[src/pllc_params.svh]
// Constants for the clock control wrapper: offsets, fields, reset values, counts
`ifndef PLLC_PARAMS_SVH
`define PLLC_PARAMS_SVH

// ****************************************************************
// Register offsets (4-bit address)
// ****************************************************************
`define PLLC_ADDR_CTRL 4'h0
`define PLLC_ADDR_STATUS 4'h1
`define PLLC_ADDR_MASK 4'h2
`define PLLC_ADDR_DELAY 4'h3
`define PLLC_ADDR_PERIOD 4'h4

// ****************************************************************
// Field positions
// ****************************************************************
`define PLLC_CTRL_REF_SEL 0
`define PLLC_CTRL_FB_LO 1
`define PLLC_CTRL_FB_HI 2
`define PLLC_ST_LOCK_GAINED 0
`define PLLC_ST_LOCK_LOST 1
`define PLLC_ST_DELAY_CHG 2
`define PLLC_ST_LOCK_NOW 7
`define PLLC_DLY_VALUE_LO 0
`define PLLC_DLY_VALUE_HI 2
`define PLLC_DLY_LAG 3
`define PLLC_DLY_ZERO 4
`define PLLC_DLY_DYNAMIC 5

// ****************************************************************
// Reset values and counts
// ****************************************************************
`define PLLC_CTRL_RESET 8'h00
`define PLLC_MASK_RESET 8'h00
`define PLLC_EVENT_BITS 3
`define PLLC_LOCK_COUNT 4
`define PLLC_LOCK_TOL 2
`define PLLC_DELAY_BASE 8
`define PLLC_DELAY_DEPTH 16

`endif

[src/pllc_pkg.sv]
// Types shared by the clock control wrapper
package pllc_pkg;

  typedef enum logic [1:0]
  {
    PLLC_FB_INTERNAL = 2'h0,
    PLLC_FB_NET = 2'h1,
    PLLC_FB_USER = 2'h2,
    PLLC_FB_SPARE = 2'h3
  } pllc_fb_src_type;

  typedef enum logic [2:0]
  {
    PLLC_UNLOCKED = 3'b001,
    PLLC_ACQUIRE = 3'b010,
    PLLC_LOCKED = 3'b100
  } pllc_lock_state_type;

endpackage

[src/pllc_core.sv]
// Digital model of the loop control wrapper with dynamic delay and status registers
//
// Local design decisions: the strobed register port and the address map.
`timescale 1ns/1ps
`default_nettype none
`include "pllc_params.svh"

// Overview of operation
// [RQ1] Reference taken from pin or routing
// [RQ2] Feedback from internal, clock net or user
// [RQ3] Reset input high clears input divider
// [RQ4] Lock output high once loop locked
// [RQ5] Primary clock carries no phase shift
// [RQ6] Shifted clock has phase/duty as configured
// [RQ7] Third clock passes a secondary divider
// [RQ8] Select high dynamic pins, low fuses
// [RQ9] Zero input high forces zero delay
// [RQ10] Lag high, lead low; 3-bit magnitude
// [RQ11] Zero status output shows applied zero
// [RQ12] Lag and value outputs show applied delay
// [RQ13] Static mode reports fuse settings
// [RQ14] Lock low during reset until reacquired
module pllc_core #(
  parameter int IN_DIV = 1,
  parameter int SEC_DIV = 2,
  parameter int PW = 12,
  parameter logic FUSE_ZERO = 1'b1,
  parameter logic FUSE_LAG = 1'b1,
  parameter logic [2:0] FUSE_VALUE = 3'h0,
  parameter logic FUSE_DUTY_STRETCH = 1'b0
) (
  input wire logic clock_i,
  input wire logic rst_n_i,
  input wire logic ref_clk_pin_i,
  input wire logic ref_clk_route_i,
  input wire logic user_fb_clk_i,
  input wire logic divider_rst_i,
  input wire logic delay_source_sel_i,
  input wire logic delay_zero_in_i,
  input wire logic delay_lag_in_i,
  input wire logic [2:0] delay_value_in_i,
  input wire logic [3:0] addr_i,
  input wire logic [7:0] wdata_i,
  input wire logic wr_i,
  input wire logic rd_i,
  output logic [7:0] rdata_o,
  output logic irq_o,
  output logic primary_clk_out_o,
  output logic shifted_clk_out_o,
  output logic divided_clk_out_o,
  output logic lock_o,
  output logic delay_zero_out_o,
  output logic delay_lag_out_o,
  output logic [2:0] delay_value_out_o
);
  import pllc_pkg::*;

  // ****************************************************************
  // Control registers and reference / feedback selection
  // ****************************************************************
  logic [7:0] ctrl;
  logic [7:0] next_ctrl;
  logic [2:0] status;
  logic [2:0] next_status;
  logic [2:0] mask;
  logic [2:0] next_mask;
  logic [7:0] next_rdata;
  pllc_fb_src_type fb_src;
  logic ref_clk;
  logic ref_q;
  logic fb_clk;
  logic fb_q;
  logic ref_rise;
  logic fb_rise;
  logic raw_primary;
  logic net_primary;

  always_comb
  begin
    fb_src = pllc_fb_src_type'(ctrl[`PLLC_CTRL_FB_HI:`PLLC_CTRL_FB_LO]);
    ref_clk = ctrl[`PLLC_CTRL_REF_SEL] ? ref_clk_route_i : ref_clk_pin_i; // [RQ1]
    unique case (fb_src) // [RQ2]
      PLLC_FB_INTERNAL: fb_clk = raw_primary;
      PLLC_FB_NET: fb_clk = net_primary;
      PLLC_FB_USER: fb_clk = user_fb_clk_i;
      PLLC_FB_SPARE: fb_clk = raw_primary;
    endcase
    ref_rise = ref_clk & ~ref_q;
    fb_rise = fb_clk & ~fb_q;
  end

  // ****************************************************************
  // Input divider and period measurement
  // ****************************************************************
  logic [7:0] div_cnt;
  logic [7:0] next_div_cnt;
  logic div_edge;
  logic [PW-1:0] meas;
  logic [PW-1:0] next_meas;
  logic [PW-1:0] period;
  logic [PW-1:0] next_period;
  logic [PW-1:0] ph;
  logic [PW-1:0] next_ph;
  logic [PW-1:0] since_ref;
  logic [PW-1:0] next_since_ref;
  logic [2:0] good_cnt;
  logic [2:0] next_good_cnt;
  logic period_ok;
  logic fb_ok;
  logic next_fb_ok;
  pllc_lock_state_type lock_state;
  pllc_lock_state_type next_lock_state;

  always_comb
  begin
    div_edge = 1'b0;
    next_div_cnt = div_cnt;
    if (ref_rise)
    begin
      if (div_cnt >= 8'(IN_DIV - 1))
      begin
        next_div_cnt = 8'h00;
        div_edge = 1'b1;
      end
      else
      begin
        next_div_cnt = div_cnt + 8'h01;
      end
    end
    if (divider_rst_i)
    begin
      next_div_cnt = 8'h00; // [RQ3]
      div_edge = 1'b0;
    end
    next_meas = div_edge ? {{(PW-1){1'b0}}, 1'b1} : meas + {{(PW-1){1'b0}}, 1'b1};
    next_period = div_edge ? meas : period;
    period_ok = (meas == period) || (meas == period + {{(PW-1){1'b0}}, 1'b1})
      || (meas + {{(PW-1){1'b0}}, 1'b1} == period);
    // Output phase restarts on each divided reference edge, so no shift
    if (div_edge || (ph + {{(PW-1){1'b0}}, 1'b1} >= period))
      next_ph = '0; // [RQ5]
    else
      next_ph = ph + {{(PW-1){1'b0}}, 1'b1};
    next_since_ref = div_edge ? '0 : since_ref + {{(PW-1){1'b0}}, 1'b1};
    next_fb_ok = fb_ok;
    if (div_edge)
      next_fb_ok = 1'b0;
    if (fb_rise && (since_ref <= PW'(`PLLC_LOCK_TOL)))
      next_fb_ok = 1'b1;
  end

  // ****************************************************************
  // Lock detection
  // ****************************************************************
  always_comb
  begin
    next_lock_state = lock_state;
    next_good_cnt = good_cnt;
    unique case (lock_state)
      PLLC_UNLOCKED:
      begin
        next_good_cnt = 3'h0;
        if (div_edge)
          next_lock_state = PLLC_ACQUIRE;
      end
      PLLC_ACQUIRE:
      begin
        if (div_edge)
        begin
          if (period_ok && fb_ok)
            next_good_cnt = good_cnt + 3'h1;
          else
            next_good_cnt = 3'h0;
          if (period_ok && fb_ok && (good_cnt >= 3'(`PLLC_LOCK_COUNT - 1)))
            next_lock_state = PLLC_LOCKED; // [RQ4]
        end
      end
      PLLC_LOCKED:
      begin
        if (div_edge && !period_ok)
          next_lock_state = PLLC_UNLOCKED;
      end
    endcase
    if (divider_rst_i)
    begin
      next_lock_state = PLLC_UNLOCKED; // [RQ14]
      next_good_cnt = 3'h0;
    end
  end

  always_ff @(posedge clock_i)
  begin
    if (!rst_n_i)
    begin
      ref_q <= 1'b0;
      fb_q <= 1'b0;
      div_cnt <= 8'h00;
      meas <= '0;
      period <= '0;
      ph <= '0;
      since_ref <= '0;
      fb_ok <= 1'b0;
      good_cnt <= 3'h0;
      lock_state <= PLLC_UNLOCKED;
    end
    else
    begin
      ref_q <= ref_clk;
      fb_q <= fb_clk;
      div_cnt <= next_div_cnt;
      meas <= next_meas;
      period <= next_period;
      ph <= next_ph;
      since_ref <= next_since_ref;
      fb_ok <= next_fb_ok;
      good_cnt <= next_good_cnt;
      lock_state <= next_lock_state;
    end
  end

  assign raw_primary = (ph < (period >> 1));
  assign lock_o = (lock_state == PLLC_LOCKED); // [RQ4] [RQ14]

  // ****************************************************************
  // Delay selection: dynamic pins or fuses
  // ****************************************************************
  logic app_zero;
  logic app_lag;
  logic [2:0] app_value;
  logic [3:0] tap;

  always_comb
  begin
    if (delay_source_sel_i) // [RQ8]
    begin
      app_zero = delay_zero_in_i;
      app_lag = delay_lag_in_i;
      app_value = delay_value_in_i;
    end
    else
    begin
      app_zero = FUSE_ZERO; // [RQ13]
      app_lag = FUSE_LAG;
      app_value = FUSE_VALUE;
    end
    // Lag reads an older tap, lead a younger one
    if (app_zero)
      tap = 4'(`PLLC_DELAY_BASE); // [RQ9]
    else if (app_lag)
      tap = 4'(`PLLC_DELAY_BASE) + {1'b0, app_value}; // [RQ10]
    else
      tap = 4'(`PLLC_DELAY_BASE) - {1'b0, app_value};
  end

  // ****************************************************************
  // Output clocks
  // ****************************************************************
  logic base_clk;
  logic tap_clk;
  logic tap_clk_q;
  logic [7:0] sec_cnt;
  logic [7:0] next_sec_cnt;
  logic next_divided;
  logic next_shifted;

  pllc_tap_delay #(
    .DEPTH(`PLLC_DELAY_DEPTH),
    .AW(4)
  ) u_delay (
    .clock_i(clock_i),
    .rst_n_i(rst_n_i),
    .d_i(raw_primary),
    .base_i(4'(`PLLC_DELAY_BASE)),
    .tap_i(tap),
    .base_o(base_clk),
    .tap_o(tap_clk)
  );

  always_comb
  begin
    // Duty stretch widens the high phase by one cycle
    next_shifted = FUSE_DUTY_STRETCH ? (tap_clk | tap_clk_q) : tap_clk; // [RQ6]
    next_sec_cnt = sec_cnt;
    next_divided = divided_clk_out_o;
    if (base_clk && !primary_clk_out_o)
    begin
      if (sec_cnt >= 8'(SEC_DIV - 1))
      begin
        next_sec_cnt = 8'h00;
        next_divided = ~divided_clk_out_o; // [RQ7]
      end
      else
      begin
        next_sec_cnt = sec_cnt + 8'h01;
      end
    end
  end

  always_ff @(posedge clock_i)
  begin
    if (!rst_n_i)
    begin
      tap_clk_q <= 1'b0;
      primary_clk_out_o <= 1'b0;
      shifted_clk_out_o <= 1'b0;
      divided_clk_out_o <= 1'b0;
      sec_cnt <= 8'h00;
      net_primary <= 1'b0;
      delay_zero_out_o <= 1'b0;
      delay_lag_out_o <= 1'b0;
      delay_value_out_o <= 3'h0;
    end
    else
    begin
      tap_clk_q <= tap_clk;
      primary_clk_out_o <= base_clk; // [RQ5]
      shifted_clk_out_o <= next_shifted;
      divided_clk_out_o <= next_divided;
      sec_cnt <= next_sec_cnt;
      net_primary <= base_clk;
      delay_zero_out_o <= app_zero; // [RQ11]
      delay_lag_out_o <= app_lag; // [RQ12]
      delay_value_out_o <= app_value;
    end
  end

  // ****************************************************************
  // Register port and interrupt
  // ****************************************************************
  logic lock_q;
  logic [4:0] dly_q;
  logic [2:0] events;

  always_comb
  begin
    events = 3'h0;
    events[`PLLC_ST_LOCK_GAINED] = lock_o & ~lock_q;
    events[`PLLC_ST_LOCK_LOST] = ~lock_o & lock_q;
    events[`PLLC_ST_DELAY_CHG] = (dly_q != {app_zero, app_lag, app_value});
    next_ctrl = ctrl;
    next_mask = mask;
    next_status = status;
    if (wr_i && (addr_i == `PLLC_ADDR_CTRL))
      next_ctrl = wdata_i;
    if (wr_i && (addr_i == `PLLC_ADDR_MASK))
      next_mask = wdata_i[2:0];
    if (wr_i && (addr_i == `PLLC_ADDR_STATUS))
      next_status = status & ~wdata_i[2:0];
    // A new event wins over a clear in the same cycle
    next_status = next_status | events;
    next_rdata = 8'h00;
    if (rd_i)
    begin
      unique case (addr_i)
        `PLLC_ADDR_CTRL: next_rdata = {5'h00, ctrl[2:0]};
        `PLLC_ADDR_STATUS: next_rdata = {lock_o, 4'h0, status};
        `PLLC_ADDR_MASK: next_rdata = {5'h00, mask};
        `PLLC_ADDR_DELAY: next_rdata = {2'h0, delay_source_sel_i, app_zero, app_lag, app_value};
        `PLLC_ADDR_PERIOD: next_rdata = period[7:0];
        default: next_rdata = 8'h00;
      endcase
    end
  end

  always_ff @(posedge clock_i)
  begin
    if (!rst_n_i)
    begin
      ctrl <= `PLLC_CTRL_RESET;
      mask <= 3'h0;
      status <= 3'h0;
      rdata_o <= 8'h00;
      lock_q <= 1'b0;
      // Start from the fuse settings so leaving reset with fuses selected raises no delay change
      dly_q <= {FUSE_ZERO, FUSE_LAG, FUSE_VALUE};
    end
    else
    begin
      ctrl <= next_ctrl;
      mask <= next_mask;
      status <= next_status;
      rdata_o <= next_rdata;
      lock_q <= lock_o;
      dly_q <= {app_zero, app_lag, app_value};
    end
  end

  assign irq_o = |(status & mask);

endmodule
`default_nettype wire

[src/pllc_tap_delay.sv]
// Tapped delay line with registered base and selected taps
`timescale 1ns/1ps
`default_nettype none
module pllc_tap_delay #(
  parameter int DEPTH = 16,
  parameter int AW = 4
) (
  input wire logic clock_i,
  input wire logic rst_n_i,
  input wire logic d_i,
  input wire logic [AW-1:0] base_i,
  input wire logic [AW-1:0] tap_i,
  output logic base_o,
  output logic tap_o
);

  logic [DEPTH-1:0] line;
  logic [DEPTH-1:0] next_line;
  logic next_base;
  logic next_tap;

  always_comb
  begin
    next_line = {line[DEPTH-2:0], d_i};
    next_base = line[base_i];
    next_tap = line[tap_i];
  end

  always_ff @(posedge clock_i)
  begin
    if (!rst_n_i)
    begin
      line <= '0;
      base_o <= 1'b0;
      tap_o <= 1'b0;
    end
    else
    begin
      line <= next_line;
      base_o <= next_base;
      tap_o <= next_tap;
    end
  end

endmodule
`default_nettype wire

[config.mk]
export PLATFORM = sky130hd
export DESIGN_NAME = pllc_core
export DESIGN_NICKNAME = d
export VERILOG_FILES = /design/src/pllc_pkg.sv /design/src/pllc_core.sv /design/src/pllc_tap_delay.sv
export VERILOG_INCLUDE_DIRS = /design/src
export SDC_FILE = /design/constraint.sdc
export NUM_CORES = 1
export LEC_CHECK = 0
export ABC_AREA = 1
export BUFFER_PORTS_ARGS = -buffer_cell sky130_fd_sc_hd__buf_2
export CAP_MARGIN = 20
export CELL_PAD_IN_SITES_DETAIL_PLACEMENT = 0
export CELL_PAD_IN_SITES_GLOBAL_PLACEMENT = 1
export CORE_ASPECT_RATIO = 0.6
export CORE_MARGIN = 8
export CORE_UTILIZATION = 47
export DETAILED_ROUTE_END_ITERATION = 16
export GPL_TIMING_DRIVEN = 0
export PLACE_DENSITY = 0.9
export SLEW_MARGIN = 20
export SYNTH_ARGS = -nofsm -noshare
export SYNTH_HDL_FRONTEND = slang
export SYNTH_SLANG_ARGS = --single-unit
export TNS_END_PERCENT = 1
[constraint.sdc]
create_clock -name clock_i -period 4.85 [get_ports clock_i]
set_input_delay 0.7275 -clock clock_i [delete_from_list [all_inputs] [get_ports clock_i]]
set_output_delay 0.7275 -clock clock_i [all_outputs]
set_load 0.02 [all_outputs]
### Yosys cells after proc, flatten, opt, wreduce, memory -nomap -nowiden

Cells that the tools add are included.

| operators by class | value |
|---|---|
| $add $sub $neg | 9 |
| $lt $le $gt $ge | 7 |
| equality and inequality tests | 18 |
| muxes and demuxes | 27 |
| bitwise gates (word level) | 14 |
| reductions and logical operators | 26 |

Operators by type and width:

| cell | number |
|---|---|
| adder 12 x 1 -> 12 bit, second input constant | 4 |
| one-hot mux 8 bit (5 select lines) | 1 |
| equality test 12 bit | 3 |
| 2-to-1 mux 3 bit | 8 |
| adder 8 x 1 -> 8 bit, second input constant | 2 |
| greater-or-equal comparator 8 x 1 -> 1 bit, second input constant | 2 |
| 2-to-1 mux 8 bit | 2 |
| greater-or-equal comparator 12 bit | 1 |
| less-or-equal comparator 12 x 2 -> 1 bit, second input constant | 1 |
| < comparator 12 x 11 -> 1 bit | 1 |
| 2-to-1 mux 1 bit | 10 |
| one-hot mux 3 bit (3 select lines) | 1 |
| equality test 4 x 2 -> 1 bit, second input constant | 2 |
| logical AND 1 bit | 8 |
| 2-to-1 mux 4 bit | 2 |
| OR reduction 2 bit | 4 |
| bitwise AND 3 bit | 2 |
| != test 2 bit, second input constant | 3 |
| inverter 1 bit | 6 |
| one-hot mux 3 bit (2 select lines) | 1 |
| AND reduction 2 bit | 3 |
| < comparator 4 x 5 -> 1 bit, second input constant | 1 |
| != test 5 bit | 1 |
| adder 4 x 3 -> 4 bit, first input constant | 1 |
| 23 further kinds | 31 |

| word-level totals | value |
|---|---|
| register bits | 122 |
| bits of input ports | 26 |
| word-level logic and storage cells | 128 |

### Depth between registers and ports, before layout

Gate-level depths: netlist of run 1.

| depth | value |
|---|---|
| word-level depth | 9 |
| gate-level depth with buffers | 19 |

### Cells and area by module

Synthesis of run 1 repeated with hierarchy kept, for this count alone.

| second synthesis, totals | value |
|---|---|
| cells, all modules | 874 |
| area, all modules | 6,069.6 um^2 |

Modules (own cells, without submodules):

| module | times used | cells an instance | area an instance (um^2) | seq. area each (um^2) |
|---|---|---|---|---|
| pllc_core | 1 | 733 | 5,159.9 | 1,861.8 |
| pllc_tap_delay | 1 | 141 | 909.6 | 360.3 |

### Worst setup path after synthesis of run 1

OpenSTA, ideal clock, no wires.

| timing path | value |
|---|---|
| kind | flip-flop to flip-flop |
| start | reg ph[0] |
| end | reg ph[0] |
| arrival | 2.330 ns |
| setup slack | 2.393 ns |
| stages on the path, launching flop included | 16 |
| cell sequence | dfxtp_1 nand4_1 nor2_1 inv_1 nor2_1 and3_1 inv_1 nor2_1 nand2_1 xor2_1 inv_1 ha_1 nand2_1 o211ai_1 clkbuf_1 nor2_1 |

| on the way | value |
|---|---|
| cells in the longest elaborated chain, start to end | 4 |

RTL lines:

| element | RTL line | RTL |
|---|---|---|
| start: declaration | pllc_core.sv:102 | `logic [PW-1:0] ph;` |
| start signal: assignment | pllc_core.sv:213 | `ph <= next_ph;` |
| adder 12 x 1 -> 12 bit (*) | pllc_core.sv:140, pllc_core.sv:143 |  |
| greater-or-equal comparator 12 bit | pllc_core.sv:140 | `if (div_edge \|\| (ph + {{(PW-1){1'b0}}, 1'b1} >= period))` |
| logical OR 1 bit | pllc_core.sv:140 |  |
| OR reduction 2 bit (no line) | - |  |

Every way passes the cells marked *; elsewhere a longest branch is shown, timed or not.
A chain may end at the register's enable or synchronous reset.

### Final worst setup path of run 1

Ends and elaborated chain as after synthesis.

==> results of run 1 <==
-- per-stage QoR --
step / hold WS, ns / instance area (um^2) / util / setup WS, ns
final: 0.415 / 6420 / 0.536 / 1.87
after CTS: 0.418 / 6420 / 0.536 / 1.79
after global routing: 0.447 / 6420 / 0.536 / 1.47
after detailed placement: 0.400 / 6130 / 0.511 / 1.75
after global placement: 0.396 / 6130 / 0.511 / 1.81
after floorplan: 0.390 / 5740 / - / 2.39
-- worst min-delay path, stage by stage (launching register included) --
cell and delay (ns):
dfxtp_1 0.31, nand2_1 0.04, inv_1 0.04
-- power by group through the flow --
stage          logic [mW]  registers (mW)  clock network, mW
4_1_cts             0.255           0.951              0.739
2_1_floorplan       0.175           0.967                  0
3_5_place_dp        0.253           0.972                  0
5_1_grt             0.294           0.956              0.777
6_report            0.256           0.952              0.725
3_3_place_gp        0.246           0.971                  0
-- layout by cell type, fill, tap and decap left out, types with 16 or more instances in the layout --
cell,netlist,routed
nand2_1,188,188
dfxtp_1,109,109
nor2_1,97,97
ha_1,35,35
o21ai_0,36,36
buf_2,0,37
xor2_1,16,16
a21oi_1,49,49
inv_1,121,121
nor3_1,16,16
nand3_1,51,51
-- worst paths after layout --
check / start / slack (ns) / end / depth (start not counted)
worst max-delay path: ph[0] / 1.87 / ph[0] / 15
worst min-delay path: u_delay.tap_o / 0.42 / shifted_clk_out_o / 2
worst max register to register: ph[0] / 1.87 / ph[0] / 15
worst min register to register: u_delay.tap_o / 0.42 / shifted_clk_out_o / 2
-- per-layer routing --
layer,wire (um),vias up
li1,-,2720
met1,7800,2360
met2,5770,158
met3,1160,11
met4,92,0
met5,0,-
-- registers in the layout (all words and copies together), names as in the netlist, 2 cells and up --
| register | cells |
|---|---|
| lock_state | 3 |
| ph | 12 |
| mask | 3 |
| period | 12 |
| sec_cnt | 8 |
| delay_value_out_o | 2 |
| dly_q | 3 |
| status | 3 |
| rdata_o | 8 |
| meas | 12 |
| since_ref | 12 |
| good_cnt | 3 |
| u_delay.line | 16 |
| ctrl | 3 |
-- cell type report --
cell class	instances	area, um^2	area share
Multi-Input combinational cell	566	3010	0.468
Sequential cell	109	2180	0.340
Inverter	125	469	0.0731
Clock buffer	9	225	0.0351
Tap cell	165	206	0.0322
Timing Repair Buffer	37	185	0.0288
Buffer	17	80.1	0.0125
Clock inverter	7	65.1	0.0101
-- logic make-up (layout without fill, tap and decap cells) --
kind of cell	count (synthesis)	after routing	synth area share
DFF	109	109	0.380
xor gates and xnor gates	22	22	0.0336
muxes	1	1	0.00174
and+or+nand+nor	389	389	0.294
buffers and inverters	142	195	0.0957
AOI/OAI and AO/OA	119	119	0.118
adders and majority gates	35	35	0.0763
==> flow_metrics.env, run 1 <==
export IMPL_status="finished clean"
export IMPL_cap_viol_max_count=0
export IMPL_drt_pass1_iter_count=6
export IMPL_grt_max_degree=21
export IMPL_grt_pass1_vias=4917
export IMPL_clock_power_share=0.375
export IMPL_rows=31
export IMPL_start_util=0.479
export IMPL_synth_cell_types=47
export IMPL_critPathSlowestCell="dfxtp_1"
export IMPL_fin_total_pwr_mw=1.93
export IMPL_required_ns=5.07
export IMPL_clk_pin_slew_ns=0.08
export IMPL_grt_pass1_wl_um=24400
export IMPL_detail_route_antenna_nets=0
export IMPL_cp_max_fo=10
export IMPL_cts_tree="yes"
export IMPL_drt_wl_total_um=14800
export IMPL_syn_num_nets=878
export IMPL_cp_end_kind="register"
export IMPL_die_w_um=159
export IMPL_area_delta_synth_final_pct=11.9
export IMPL_async_flop_share=0
export IMPL_pwr_share_comb=0.133
export IMPL_grtUsageMet2=0.276
export IMPL_drive_gt1_frac=0.0943
export IMPL_drt_initial_drc_count=353
export IMPL_use_met1=0.290
export IMPL_gr_total_overflow=0
export IMPL_yosysMostFrequentCell="nand2_1"
export IMPL_n_fill_cell=1156
export IMPL_hold_violations=0
export IMPL_worstMarginPinSlew_ns=0.960
export IMPL_syn_area_um2=5740
export IMPL_synth_top_area_share=0.380
export IMPL_max_freq_ghz=0.336
export IMPL_worstSetupPathType="register to register"
export IMPL_num_nets_final=926
export IMPL_portBuffers=37
export IMPL_synth_edf_count=0
export IMPL_die_area_um2=16100
export IMPL_power_switching_mw=0.560
export IMPL_vdd_drop_max_uv=186
export IMPL_dp_hpwl_um=11700
export IMPL_swShare=0.290
export IMPL_slew_violations=0
export IMPL_powerDensity_nw_per_um2=301
export IMPL_die_h_um=102
export IMPL_hold_buffers=0
export IMPL_fin_skew_ns=0.00837
export IMPL_fin_crit_sh=0.613
export IMPL_min_period_ns=2.98
export IMPL_max_slew_margin_rel=0.357
export IMPL_dpl_cell_count=1019
export IMPL_leakagePower_nw=3.00
export IMPL_antenna_found_initial=0
export IMPL_cts_sinks=109
export IMPL_crit_chain="nand4_1, nor2_1, inv_1, nor2_1, and3_1, inv_1, nor2_1, nand2_1, xor2_1, inv_1, ha_1, nand2_1, o211ai_1, clkbuf_1, nor2_1"
export IMPL_cp_top_family="simple AND/OR/NAND/NOR gates"
export IMPL_cts_made_buffers=9
export IMPL_cts_resized=0
export IMPL_syn_area_per_cell_um2=7.02
export IMPL_cp_start_kind="register"
export IMPL_stdcell_count=1035
export IMPL_boundaryPins=44
export IMPL_synth_area_leaders="dfxtp_1, nand2_1, inv_1"
export IMPL_synthFlopType="dfxtp_1"
export IMPL_clockBufferDepth=2
export IMPL_htreeDepth=3
export IMPL_drc=0
export IMPL_rsz0062_at_grt="false"
export IMPL_insertion_delay_ns=0.34
export IMPL_synth_top_cells_by_count="nand2_1, inv_1, dfxtp_1"
export IMPL_groute_layer_met3_usage=0.0349
export IMPL_yosys_register_bits=109
export IMPL_cp_arrival_ns=3.20
export IMPL_ys_warn_count=0
export IMPL_antennaDiodeCount=0
export IMPL_yosysTopAreaCell="dfxtp_1"
export IMPL_seqPwrFrac=0.492
export IMPL_wire_per_inst_um=14.3
export IMPL_core_area_um2=12000
export IMPL_track_usage=0.191
export IMPL_vias_per_cell=5.07
export IMPL_tns_ns=0
export IMPL_crit_top_cell="nor2_1"
export IMPL_yosysSeqAreaShare=0.380
export IMPL_finalSetupViolCount=0
export IMPL_gp_congestion=0.879
export IMPL_path_buf_inv=4
export IMPL_grt_busiest_layer="met1"
export IMPL_internal_power_mw=1.37
export IMPL_syn_inst=817
export IMPL_cpPeakStageDelay_ns=0.44
export IMPL_vias=5249
export IMPL_cts_root_buf="clkbuf_16"
export IMPL_hold_path_class="register to register"
export IMPL_postCtsSetupBuffers=0
Power figures use the tool's default switching activity.
==> inputs of run 2 (changes only) <==
- ABC_AREA: 1 -> 0
- CORE_UTILIZATION: 47 -> 42
- PLACE_DENSITY: 0.9 -> 0.82
- clock period: 4.85 -> 2.4 ns (I/O delays scaled with it)
==> run 2 against run 1 <==
The flow now finishes with violations (setup timing). Sequential share of layout area is 1.7 points lower. Non-clock buffer count up 21. Critical endpoint is now lock_state[2]. Critical path type unchanged. Maximum frequency up 16%. Utilization fell by 3.1 points. Largest power group unchanged. Area after synthesis rose by 2.0%. Wire length is 4.3% higher. Critical path depth fell by 5.
==> flow_metrics.env, run 2 <==
export IMPL_drt_pass1_iter_count=6
export IMPL_area_delta_synth_final_pct=17.6
export IMPL_yosysSeqAreaShare=0.373
export IMPL_required_ns=2.65
export IMPL_cp_start_kind="register"
export IMPL_slew_violations=0
export IMPL_clk_pin_slew_ns=0.08
export IMPL_worstSetupPathType="register to register"
export IMPL_largest_reg_flops=16
export IMPL_wl_met1_um=7920
export IMPL_syn_area_per_cell_um2=8.75
export IMPL_die_area_um2=18100
export IMPL_drt_initial_drc_count=358
export IMPL_synth_top_cells_by_count="dfxtp_1, nand2_1, nor2_1"
export IMPL_top_layer="met4"
export IMPL_hold_violations=0
export IMPL_max_freq_ghz=0.391
export IMPL_die_h_um=107
export IMPL_max_slew_margin_rel=0.329
export IMPL_portBuffers=36
export IMPL_met3WireLength_um=1050
export IMPL_holdPathStages=3
export IMPL_syn_area_um2=5850
export IMPL_antennaDiodeCount=0
export IMPL_wire_per_inst_um=17.2
export IMPL_vias_per_cell=5.63
export IMPL_synthFlopType="dfxtp_1"
export IMPL_die_w_um=168
export IMPL_violations="setup timing"
export IMPL_powerDensity_nw_per_um2=546
export IMPL_rsz0062_at_grt="true"
export IMPL_min_period_ns=2.56
export IMPL_gr_total_overflow=0
export IMPL_yosysMostFrequentCell="dfxtp_1"
export IMPL_ff2ff_setup_slack_ns=-0.16
export IMPL_leakagePower_nw=2.68
export IMPL_start_util=0.429
export IMPL_htreeDepth=3
export IMPL_synth_edf_count=0
export IMPL_cts_root_buf="clkbuf_16"
export IMPL_min_to="dly_q[4]"
export IMPL_cp_arrival_ns=2.81
export IMPL_vias=5069
export IMPL_grt_pass1_wl_um=25800
export IMPL_cts_made_buffers=9
export IMPL_syn_inst=669
export IMPL_swShare=0.259
export IMPL_gp_congestion=0.900
export IMPL_synth_area_leaders="dfxtp_1, ha_1, nand2_1"
export IMPL_num_nets_final=781
export IMPL_yosys_register_bits=109
export IMPL_dp_hpwl_um=11400
export IMPL_rr_startpoint="period[0]"
export IMPL_r2r_cells=10
export IMPL_synth_cell_types=62
export IMPL_drive_gt1_frac=0.192
export IMPL_drt_wl_total_um=15500
export IMPL_min_from="delay_zero_in_i"
export IMPL_internal_power_mw=2.78
export IMPL_track_usage=0.175
export IMPL_met2_length_um=6350
export IMPL_syn_num_nets=730
export IMPL_fin_skew_ns=0.00681
export IMPL_insertion_delay_ns=0.36
export IMPL_hold_path_class="primary input to register"
export IMPL_status="complete, but fails checks"
export IMPL_antenna_found_initial=0
export IMPL_power_switching_mw=0.971
export IMPL_grt_pass1_vias=5023
export IMPL_boundaryPins=44
export IMPL_mostFrequentLayoutCell="dfxtp_1"
export IMPL_r2r_end="lock_state[2]"
export IMPL_drc=0
export IMPL_detail_route_antenna_nets=0
export IMPL_rows=33
export IMPL_clockBufferDepth=2
export IMPL_vdd_drop_max_uv=418
export IMPL_yosysTopAreaCell="dfxtp_1"
export IMPL_cp_end_kind="register"
export IMPL_ys_warn_count=0
export IMPL_core_area_um2=13600
export IMPL_fin_crit_sh=1.07
export IMPL_worstMarginPinSlew_ns=0.997
export IMPL_cp_max_fo=9
export IMPL_regMostFlops="u_delay.line"
export IMPL_async_flop_share=0
export IMPL_synth_top_area_share=0.373
export IMPL_clock_power_share=0.431
export IMPL_cts_tree="yes"
export IMPL_seqPwrFrac=0.493
export IMPL_setup_slack_ns=-0.160
export IMPL_grt_max_degree=22
export IMPL_cts_sinks=109
export IMPL_final_cell_mix="dfxtp_1, nand2_1, nor2_1"
export IMPL_fin_util=0.505
export IMPL_finalSetupViolCount=17
export IMPL_tns_ns=-1.80
export IMPL_pwr_share_comb=0.075
export IMPL_cap_viol_max_count=0
-- run 2: power by group through the flow --
stage	Sequential (mW)	Combinational (mW)	Clock (mW)
4_1_cts	1.85	0.275	1.66
6_report	1.85	0.283	1.62
3_3_place_gp	1.90	0.252	0
5_1_grt	1.86	0.313	1.72
3_5_place_dp	1.90	0.258	0
2_1_floorplan	1.89	0.166	0
-- run 2: layout make-up --
class	instances	area [um^2]
tap	175	219
timing repair buffer	42	225
clock inverter	7	103
clock buffer	9	225
fill	1259	6750
sequential	109	2220
buffer	33	181
multi-input combinational	493	3590
inverter	32	120
-- run 2: cell families (layout without fill, tap and decap cells) --
logic type,count (synthesis),after routing,synth area share
xor+xnor,60,60,0.0924
flops,109,109,0.373
simple gates,264,264,0.229
compound gates,124,124,0.156
mux,10,10,0.0261
buf+inv,67,123,0.0488
fa+ha+maj,35,35,0.0749
-- run 2: per-stage QoR --
step	hold slack, ns	power, mW	cell area [um^2]	setup WS [ns]	cells
global placement	0.424	2.15	6250	-0.380	880
finish	0.271	3.75	6880	-0.160	900
CTS	0.253	3.78	6750	-0.151	900
global route	0.261	3.88	6880	-0.297	900
floorplan	0.412	2.06	5850	0.00848	669
detailed placement	0.419	2.16	6260	-0.455	880
-- run 2: worst max-delay path, stage by stage, from the launching register on --
cell       delay [ns]
dfxtp_4          0.36
ha_2             0.17
buf_6            0.13
inv_1            0.06
or4_4            0.51
o22ai_2          0.15
a31oi_1          0.06
a2111o_1         0.35
a31o_4           0.27
o21a_1           0.19
a2111oi_2        0.20
-- run 2: worst max-delay path by stage --
stage / startpoint / endpoint / cells after the start
after global routing: ph[3] / ph[7] / 11
after detailed placement: ph[2] / ph[3] / 9
final: period[0] / lock_state[2] / 10
after floorplan: period[0] / lock_state[1] / 10
after CTS: ph[4] / ph[3] / 11
after global placement: ph[2] / ph[10] / 9
-- run 2: layer usage --
| layer | vias to the layer above | GRT usage |
|---|---|---|
| li1 | 2448 | - |
| met1 | 2425 | 0.250 |
| met2 | 185 | 0.258 |
| met3 | 11 | 0.0403 |
| met4 | 0 | 0.0488 |
| met5 | - | 0 |
-- run 2: timing repair --
item | 4_1_cts | 5_1_grt
cloned | 1 | 0
buffers inserted | 4 | 1
pin swaps | 5 | 5
gates resized for setup | 48 | 34
hold buffers | 0 | 0
setup endpoints to repair | 19 | 20
